File: src/logic/iop_pkg.sv
// Shared constants for the port pin and external bus multiplex logic
package iop_pkg;

  localparam int        PORT_W           = 8;
  localparam int        NUM_PORTS        = 4;
  localparam int        STRONG_PULSE_CYC = 2;

  localparam logic [7:0] LATCH_RST       = 8'hff;
  localparam logic [7:0] SYNC_RST        = 8'hff;

  localparam logic [1:0] PORT0           = 2'h0;
  localparam logic [1:0] PORT1           = 2'h1;
  localparam logic [1:0] PORT2           = 2'h2;
  localparam logic [1:0] PORT3           = 2'h3;

  localparam int        T3_EVENT_BIT     = 0;
  localparam int        T3_CTRL_BIT      = 1;
  localparam int        RXD_BIT          = 0;
  localparam int        TXD_BIT          = 1;
  localparam int        WR_BIT           = 6;
  localparam int        RD_BIT           = 7;

endpackage : iop_pkg

File: src/logic/iop_qport_if.sv
// Carrier between the port top and one quasi-bidirectional port
`timescale 1ns/1ps
interface iop_qport_if #(
  parameter int W = iop_pkg::PORT_W
);
  logic [W-1:0] level;
  logic [W-1:0] force_strong;
  logic [W-1:0] pin_in;
  logic [W-1:0] pin_out;
  logic [W-1:0] pin_oe;
  logic [W-1:0] pin_sync;

  modport port (
    input  level,
    input  force_strong,
    input  pin_in,
    output pin_out,
    output pin_oe,
    output pin_sync
  );

  modport ctrl (
    output level,
    output force_strong,
    output pin_in,
    input  pin_out,
    input  pin_oe,
    input  pin_sync
  );
endinterface : iop_qport_if

File: src/logic/iop_quasi_port.sv
// One quasi-bidirectional port: low drive, short strong high, weak pull-up
`timescale 1ns/1ps
module iop_quasi_port #(
  parameter int W     = iop_pkg::PORT_W,
  parameter int PULSE = iop_pkg::STRONG_PULSE_CYC
) (
  input wire logic  ref_clk,
  input wire logic  arst_n,
  iop_qport_if.port p
);
  import iop_pkg::*;

  if (PULSE < 1 || PULSE > 3 || W < 1 || W > 8) begin : g_bad_pulse
    $error("iop_quasi_port: PULSE must lie in 1..3 and W in 1..8");
  end

  typedef struct packed {
    logic [W-1:0]      sync1;
    logic [W-1:0]      sync2;
    logic [W-1:0]      prev;
    logic [W-1:0]      out;
    logic [W-1:0]      oe;
    logic [W-1:0][1:0] cnt;
  } iop_qp_state_s;

  iop_qp_state_s st_q;
  iop_qp_state_s st_d;

  ////////////////////////////////////////////////////////////////////////////
  always_comb begin
    st_d       = st_q;
    st_d.sync1 = p.pin_in;
    st_d.sync2 = st_q.sync1;
    st_d.prev  = p.level;
    for (int i = 0; i < W; i++) begin
      if (!p.level[i]) begin
        st_d.out[i] = 1'b0;
        st_d.oe[i]  = 1'b1;
        st_d.cnt[i] = 2'h0;
      end else if (!st_q.prev[i]) begin
        // Rising level: strong high only briefly, pull-up does the rest
        st_d.out[i] = 1'b1;
        st_d.oe[i]  = 1'b1;
        st_d.cnt[i] = 2'(PULSE - 1);
      end else if (p.force_strong[i] || st_q.cnt[i] != 2'h0) begin
        st_d.out[i] = 1'b1;
        st_d.oe[i]  = 1'b1;
        st_d.cnt[i] = (st_q.cnt[i] != 2'h0) ? st_q.cnt[i] - 2'h1 : 2'h0;
      end else begin
        st_d.out[i] = 1'b1;
        st_d.oe[i]  = 1'b0;
      end
    end
  end

  always_ff @(posedge ref_clk or negedge arst_n) begin
    if (!arst_n) begin
      st_q.sync1 <= SYNC_RST[W-1:0];
      st_q.sync2 <= SYNC_RST[W-1:0];
      st_q.prev  <= LATCH_RST[W-1:0];
      st_q.out   <= LATCH_RST[W-1:0];
      st_q.oe    <= '0;
      st_q.cnt   <= '0;
    end else begin
      st_q <= st_d;
    end
  end

  assign p.pin_out  = st_q.out;
  assign p.pin_oe   = st_q.oe;
  assign p.pin_sync = st_q.sync2;

  for (genvar g = 0; g < W; g++) begin : g_chk

  end
endmodule : iop_quasi_port

File: src/logic/iop_ports.sv
// Four 8-bit port pins with external bus address/data multiplexing
`timescale 1ns/1ps
module iop_ports (
  input  wire logic                         ref_clk,
  input  wire logic                         arst_n,
  input  wire logic                         port_wr,
  input  wire logic [1:0]                   port_sel,
  input  wire logic [iop_pkg::PORT_W-1:0]   port_wdata,
  input  wire logic                         ext_bus_en,
  input  wire logic                         ext_addr_phase,
  input  wire logic [2*iop_pkg::PORT_W-1:0] ext_addr,
  input  wire logic                         ext_data_drive,
  input  wire logic [iop_pkg::PORT_W-1:0]   ext_wdata,
  input  wire logic                         ext_wr_strobe,
  input  wire logic                         ext_rd_strobe,
  input  wire logic                         timer3_clkout_en,
  input  wire logic                         timer3_clkout,
  input  wire logic                         uart_txd_en,
  input  wire logic                         uart_txd,
  input  wire logic [iop_pkg::PORT_W-1:0]   p0_in,
  input  wire logic [iop_pkg::PORT_W-1:0]   p1_in,
  input  wire logic [iop_pkg::PORT_W-1:0]   p2_in,
  input  wire logic [iop_pkg::PORT_W-1:0]   p3_in,
  output logic      [iop_pkg::PORT_W-1:0]   p0_out,
  output logic      [iop_pkg::PORT_W-1:0]   p0_oe,
  output logic      [iop_pkg::PORT_W-1:0]   p1_out,
  output logic      [iop_pkg::PORT_W-1:0]   p1_oe,
  output logic      [iop_pkg::PORT_W-1:0]   p2_out,
  output logic      [iop_pkg::PORT_W-1:0]   p2_oe,
  output logic      [iop_pkg::PORT_W-1:0]   p3_out,
  output logic      [iop_pkg::PORT_W-1:0]   p3_oe,
  output logic      [iop_pkg::PORT_W-1:0]   p0_pins,
  output logic      [iop_pkg::PORT_W-1:0]   p1_pins,
  output logic      [iop_pkg::PORT_W-1:0]   p2_pins,
  output logic      [iop_pkg::PORT_W-1:0]   p3_pins,
  output logic                              timer3_event_or_clkout,
  output logic                              timer3_ext_control,
  output logic                              uart_rxd
);
  import iop_pkg::*;

  typedef struct packed {
    logic [NUM_PORTS-1:0][PORT_W-1:0] latch;
    logic [PORT_W-1:0]                p0_out;
    logic [PORT_W-1:0]                p0_oe;
    logic [PORT_W-1:0]                p0_s1;
    logic [PORT_W-1:0]                p0_s2;
  } iop_top_state_s;

  iop_top_state_s    st_q;
  iop_top_state_s    st_d;
  logic [PORT_W-1:0] p1_lvl;
  logic [PORT_W-1:0] p2_lvl;
  logic [PORT_W-1:0] p2_frc;
  logic [PORT_W-1:0] p3_lvl;

  iop_qport_if #(.W(PORT_W)) p1_if ();
  iop_qport_if #(.W(PORT_W)) p2_if ();
  iop_qport_if #(.W(PORT_W)) p3_if ();

  ////////////////////////////////////////////////////////////////////////////
  always_comb begin
    st_d       = st_q;
    st_d.p0_s1 = p0_in;
    st_d.p0_s2 = st_q.p0_s1;
    if (port_wr) begin
      st_d.latch[port_sel] = port_wdata;
    end
    if (ext_bus_en) begin
      // Address first, then data on the same pins; push-pull for address and write data, released otherwise
      if (ext_addr_phase) begin
        st_d.p0_out = ext_addr[PORT_W-1:0];
        st_d.p0_oe  = 8'hff;
      end else if (ext_data_drive) begin
        st_d.p0_out = ext_wdata;
        st_d.p0_oe  = 8'hff;
      end else begin
        st_d.p0_out = 8'h00;
        st_d.p0_oe  = 8'h00;
      end
    end else begin
      // Open drain: only zeros are driven, ones float as inputs
      st_d.p0_out = 8'h00;
      st_d.p0_oe  = ~st_q.latch[PORT0];
    end

    p1_lvl = st_q.latch[PORT1];
    if (timer3_clkout_en) begin
      p1_lvl[T3_EVENT_BIT] = st_q.latch[PORT1][T3_EVENT_BIT] & timer3_clkout;
    end

    // Bus address drives strongly; the pull-up alone is too slow for address
    p2_lvl = ext_bus_en ? ext_addr[2*PORT_W-1:PORT_W] : st_q.latch[PORT2];
    p2_frc = {PORT_W{ext_bus_en}};

    p3_lvl          = st_q.latch[PORT3];
    p3_lvl[TXD_BIT] = st_q.latch[PORT3][TXD_BIT] & ~(uart_txd_en & ~uart_txd);
    p3_lvl[WR_BIT]  = st_q.latch[PORT3][WR_BIT] & ~ext_wr_strobe;
    p3_lvl[RD_BIT]  = st_q.latch[PORT3][RD_BIT] & ~ext_rd_strobe;
  end

  always_ff @(posedge ref_clk or negedge arst_n) begin
    if (!arst_n) begin
      st_q.latch  <= {NUM_PORTS{LATCH_RST}};
      st_q.p0_out <= 8'h00;
      st_q.p0_oe  <= 8'h00;
      st_q.p0_s1  <= SYNC_RST;
      st_q.p0_s2  <= SYNC_RST;
    end else begin
      st_q <= st_d;
    end
  end

  ////////////////////////////////////////////////////////////////////////////
  assign p1_if.level        = p1_lvl;
  assign p1_if.force_strong = '0;
  assign p1_if.pin_in       = p1_in;
  assign p2_if.level        = p2_lvl;
  assign p2_if.force_strong = p2_frc;
  assign p2_if.pin_in       = p2_in;
  assign p3_if.level        = p3_lvl;
  assign p3_if.force_strong = '0;
  assign p3_if.pin_in       = p3_in;

  iop_quasi_port #(.W(PORT_W), .PULSE(STRONG_PULSE_CYC)) u_port1 (
    .ref_clk (ref_clk),
    .arst_n  (arst_n),
    .p       (p1_if.port)
  );

  iop_quasi_port #(.W(PORT_W), .PULSE(STRONG_PULSE_CYC)) u_port2 (
    .ref_clk (ref_clk),
    .arst_n  (arst_n),
    .p       (p2_if.port)
  );

  iop_quasi_port #(.W(PORT_W), .PULSE(STRONG_PULSE_CYC)) u_port3 (
    .ref_clk (ref_clk),
    .arst_n  (arst_n),
    .p       (p3_if.port)
  );

  ////////////////////////////////////////////////////////////////////////////
  // Every output below is a flip-flop, here or inside a port instance
  assign p0_out                 = st_q.p0_out;
  assign p0_oe                  = st_q.p0_oe;
  assign p0_pins                = st_q.p0_s2;
  assign p1_out                 = p1_if.pin_out;
  assign p1_oe                  = p1_if.pin_oe;
  assign p1_pins                = p1_if.pin_sync;
  assign p2_out                 = p2_if.pin_out;
  assign p2_oe                  = p2_if.pin_oe;
  assign p2_pins                = p2_if.pin_sync;
  assign p3_out                 = p3_if.pin_out;
  assign p3_oe                  = p3_if.pin_oe;
  assign p3_pins                = p3_if.pin_sync;
  assign timer3_event_or_clkout = p1_if.pin_sync[T3_EVENT_BIT];
  assign timer3_ext_control     = p1_if.pin_sync[T3_CTRL_BIT];
  assign uart_rxd               = p3_if.pin_sync[RXD_BIT];
endmodule : iop_ports

File: config.mk
export PLATFORM = sky130hd
export DESIGN_NAME = iop_ports
export DESIGN_NICKNAME = d
export VERILOG_FILES = /design/src/logic/iop_pkg.sv /design/src/logic/iop_qport_if.sv /design/src/logic/iop_quasi_port.sv /design/src/logic/iop_ports.sv
export SDC_FILE = /design/constraint.sdc
export NUM_CORES = 1
export LEC_CHECK = 0
export ABC_AREA = 1
export BUFFER_PORTS_ARGS = -buffer_cell sky130_fd_sc_hd__clkbuf_2
export CORE_MARGIN = 4
export CORE_UTILIZATION = 49
export CTS_CLUSTER_SIZE = 30
export DETAILED_ROUTE_END_ITERATION = 10
export PLACE_DENSITY = 0.84
export SYNTH_ARGS = -nofsm -noshare
export SYNTH_HDL_FRONTEND = slang
export SYNTH_HIERARCHICAL = 1
export SYNTH_SLANG_ARGS = --single-unit
File: constraint.sdc
create_clock -name ref_clk -period 0.9 [get_ports ref_clk]
set_input_delay 0.18 -clock ref_clk [delete_from_list [all_inputs] [get_ports ref_clk]]
set_output_delay 0.18 -clock ref_clk [all_outputs]
set_load 0.005 [all_outputs]
Word-level counts from Yosys, hierarchy flattened
Index checks and enable logic that the tools add are counted.

Output and inout port bits: 99. Flip-flop bits (word level): 232. Input port bits: 78. Word-level logic and storage cells: 324.

Muxes and demuxes: 184. Bitwise gates (word level): 10. Magnitude comparators: 2. $add $sub $neg: 24. Eq/ne operators: 24. Reductions and logical operators: 33.

Operator list (number): 2-bit 2-to-1 mux (80); 1-bit 2-to-1 mux (97); 3-bit != test, second input constant (24); 16-bit 2-to-1 mux (3); 2-bit nonzero test (24); 2-bit by 1-bit subtractor with 2-bit output, second input constant (24); 32-bit bitwise mux (1); 8-bit demux with 2-bit select (1); 8-bit 2-to-1 mux (2); 1-bit logical OR (8); 8-bit NOT (1); 1-bit bitwise AND (5); 1-bit NOT (4); 2-bit by 3-bit < comparator with 1-bit output, second input constant (1); 2-bit by 1-bit >= comparator with 1-bit output, second input constant (1); 1-bit logical AND (1).

Depth between registers and ports, before layout
Depth in word-level cells: 5. Gate-level depth with buffers: 7.

Modules after synthesis
The synthesis kept the hierarchy.

By module, submodules not included: iop_ports (cells an instance 273, sequential area each 1661.6 µm², instances 1, area an instance 2798.9 µm²); iop_quasi_port at u_port2 (cells an instance 139, sequential area each 1231.2 µm², instances 1, area an instance 1717.9 µm²); iop_quasi_port at u_port3 (cells an instance 141, sequential area each 1231.2 µm², instances 1, area an instance 1717.9 µm²); iop_quasi_port at u_port1 (cells an instance 138, sequential area each 1231.2 µm², instances 1, area an instance 1714.1 µm²).

Worst setup path before layout
No wires, ideal clock.

Path kind: register to register. From: reg, netlist name st_q[40]. To: reg u_port1/st_q[0] (netlist bit). Setup time: 77 ps. Cell stages (with the launch flop): 4. Period minus slack after synthesis: 1026 ps. Slack: -126 ps. Arrival: 949 ps. Buffers on the path: 0. Path through: dfstp_2 a21boi_0 inv_1 a21oi_1.

RTL lines: end signal, assigned (line iop_quasi_port.sv:65) `st_q <= st_d;`; end, declared (line iop_quasi_port.sv:26) `iop_qp_state_s st_q;`.

Final worst setup path
From: reg u_port3.st_q (netlist bit u_port3/p.pin_out[5]). To: out p3_out[5] (netlist bit).

RTL lines: start, declared (line iop_quasi_port.sv:26); start signal, assigned (line iop_quasi_port.sv:65); end, declared (line iop_ports.sv:30) `output logic [iop_pkg::PORT_W-1:0] p3_out,`.

No word-level cell between the ends.

==> summary.txt <==
status -> complete, but fails checks
failing checks -> setup timing
# H-tree levels -> 1
multi-input gate area in the final layout -> 1780 µm²
Net Sw Frac -> 0.233
top cells by area, synth -> dfstp_2 40%, dfrtp_1 28%, buf_4 9.7%, nand2_1 5.2%, inv_1 3.4%
post-synth cell types -> 21
Post-Place Cells -> 1013
detailed placement HPWL -> 11000 µm
synthesized flop and latch total -> 208
sequential fraction of the synthesis area -> 0.674
final net count -> 999
Pleak -> 4.92 nW
Flop pwr share -> 0.474
Clock Path Buffers -> 3
die area -> 18300 µm²
R2R depth -> 3
Placed Area -> 8630 µm²
clk_lat worst skew -> 0.49 ns
reg2reg start -> st_q[63]$_DFFE_PN1P_
TritonCTS Buffers -> 22
core area -> 15900 µm²
EDFF count, synth -> 0
CTS clk-pin slew, worst paths -> 0.06 ns
Synth top cells by count -> 120 x dfstp_2, 110 x nand2_1, 103 x buf_4
Int Pwr -> 0.0179 W
CP max stage delay -> 0.55 ns
cell area after synthesis -> 7950 µm²
Final min period -> 1.33 ns
Yosys top cell by area -> dfstp_2
yosys warns -> 6
P per Cell Area -> 2170 nW/µm²
Stages on worst setup path -> 1
Layout fillers -> 1089
final instance area -> 10800 µm²
asr flop ratio synth -> 1.00
CP cell instances -> clkbuf_2
Fin. Hold Viols -> 0
period utilization -> 1.48
first-pass GRT wire length -> 28600 µm
required time of the critical path -> 0.72 ns
worst reg2reg setup slack -> -0.16 ns
vias in the first global route -> 5850
vias -> 5508
num rows -> 46
critical path class -> reg -> out
top-area cell type share of the netlist area -> 0.397
CP endpoint kind -> primary output
CTS Sinks -> 208
FF-to-FF End -> u_port3/p.pin_oe[7]$_DFF_PN0_
1st-iter DRT viols -> 252
initial antenna violation count -> 0
CTS tree -> built
RSZ-0062 raised after global routing -> true
Total Power -> 0.0234 W
syn_area_per_cell -> 11.5 µm²
root buffer cell -> clkbuf_16
post-route setup slack -> -0.430 ns
port bufs -> 176
P_sw -> 0.00544 W
GR Overflow Total -> 0
Die Height -> 135 µm
Peak supply drop -> 1180 µV
CP Launch Type -> flop
Hold Crit Class -> in -> reg
crit path max fanout -> 2
CP bufs+invs -> 1
cell family with most CP delay -> flip-flops
Max-Cap Viols -> 0
largest net degree at the start of global routing -> 46
drt wl/cell -> 16.2 µm
initial core utilization -> 0.500
cells after synthesis -> 691
antenna-violating nets left -> 0
Slew Limit Fails -> 0
die width -> 135 µm
slowest CP cell -> dfstp_2
Worst EP arrival -> 1.15 ns
Via-to-Cell Ratio -> 4.77
IO Count -> 177
global router's overall resource usage -> 0.195
DR pass1 iterations -> 4
final cell count without fillers -> 1154
part of the power in combinational logic -> 0.124
clock share of power -> 0.402
FF/Latch Area -> 5360 µm²
Total Wirelength -> 18600 µm
final hold slack -> 0.0282 ns
top-count cell post-synth -> dfstp_2
Synth Flop Type -> dfstp_2
ratio of cells with drive above 1 in the final layout -> 0.512
Setup violations, final -> 131
Post-route DRC -> 0
Max Clk Rate -> 752 MHz
CP Launch Point -> u_port3/p.pin_out[5]$_DFF_PN1_
worst setup path end -> p3_out[5]
Syn-to-layout area delta -> 35.3%
GP Congestion -> 0.732
Worst Skew -> 0.00866 ns
==> metrics by stage <==
stage	utilization	TNS, ns	setup WS, ns
after global placement	0.543	-1.40	-0.0600
after detailed placement	0.543	-2.85	-0.104
final	0.677	-34.35	-0.430
after floorplan	-	-0.00957	-0.00478
after global routing	0.677	-40.14	-0.465
after CTS	0.656	-36.27	-0.458
==> what timing repair did <==
item                                    CTS  global route
endpoints found under the setup margin  135           156
endpoints found under the hold margin   194             0
buffers inserted                         30             6
hold buffers                             67             0
gates cloned                              0             0
resized for setup                        44            84
pin swaps                                31            25
==> sequential cells by signal (all words and copies together), names as in the netlist, 16 cells and up <==
| register | cells |
|---|---|
| st_q | 20 |
| u_port3/st_q | 16 |
| u_port1/st_q | 16 |
| u_port2/st_q | 16 |
==> worst min-delay path by stage <==
stage                        start                             to  slack, ns  cells after the start
finish              ext_data_drive             p0_oe[3]$_DFF_PN0_       0.03                      3
CTS                    ext_addr[9]  u_port2/p.pin_oe[1]$_DFF_PN0_      0.002                      4
global placement          p0_in[4]              st_d[4]$_DFF_PN1_       0.27                      1
floorplan                   arst_n             p0_oe[0]$_DFF_PN0_      -0.12                      0
global route        ext_data_drive             p0_oe[3]$_DFF_PN0_       0.04                      3
detailed placement        p2_in[6]     u_port2/st_d[46]$_DFF_PN1_       0.27                      1
==> cell usage in the layout (no fill, tap or decap), types with 9 or more instances in the layout <==
cell,n
inv_2,15
clkbuf_2,149
nand3_2,13
dfrtp_1,88
o21ai_2,9
clkbuf_16,23
conb_1,16
a21oi_1,14
buf_4,40
dfstp_2,120
nand3_1,27
nand2_4,10
a21oi_2,18
nand4_1,40
dlygate4sd3_1,67
nor2_1,40
nand2_2,9
inv_1,57
nand2_1,94
buf_6,35
==> cells by family (layout without fill, tap and decap cells) <==
kind of cell,Yosys count,count (layout),synth area share
and+or+nand+nor,247,247,0.144
DFF,208,208,0.674
buffers and inverters,184,415,0.140
AOI/OAI and AO/OA,51,51,0.0417
other,1,17,0.000472
==> power groups by stage <==
stage / Sequential [W] / Combinational [W] / Clock (W)
after global placement: 0.0112 / 0.00186 / 0
final: 0.0111 / 0.00290 / 0.00941
after CTS: 0.0110 / 0.00262 / 0.00958
after global routing: 0.0112 / 0.00320 / 0.0101
after detailed placement: 0.0112 / 0.00192 / 0
after floorplan: 0.0110 / 0.00134 / 0
==> metal layers <==
layer	vias up	GRT usage	part of all wire
met5	-	0	0
met4	0	0.0633	0.027
met3	44	0.0420	0.057
met2	187	0.341	0.52
met1	2728	0.244	0.40
li1	2549	-	-
==> cell type report <==
| class | instances | share of cell area |
|---|---|---|
| tap | 216 | 0.0251 |
| multi-input combinational | 314 | 0.165 |
| sequential | 208 | 0.498 |
| inverter | 74 | 0.0263 |
| antenna | 1 | 0.000233 |
| clock buffer | 34 | 0.0620 |
| timing repair buffer | 301 | 0.213 |
| clock inverter | 6 | 0.0100 |
Power figures use the tool's default switching activity.
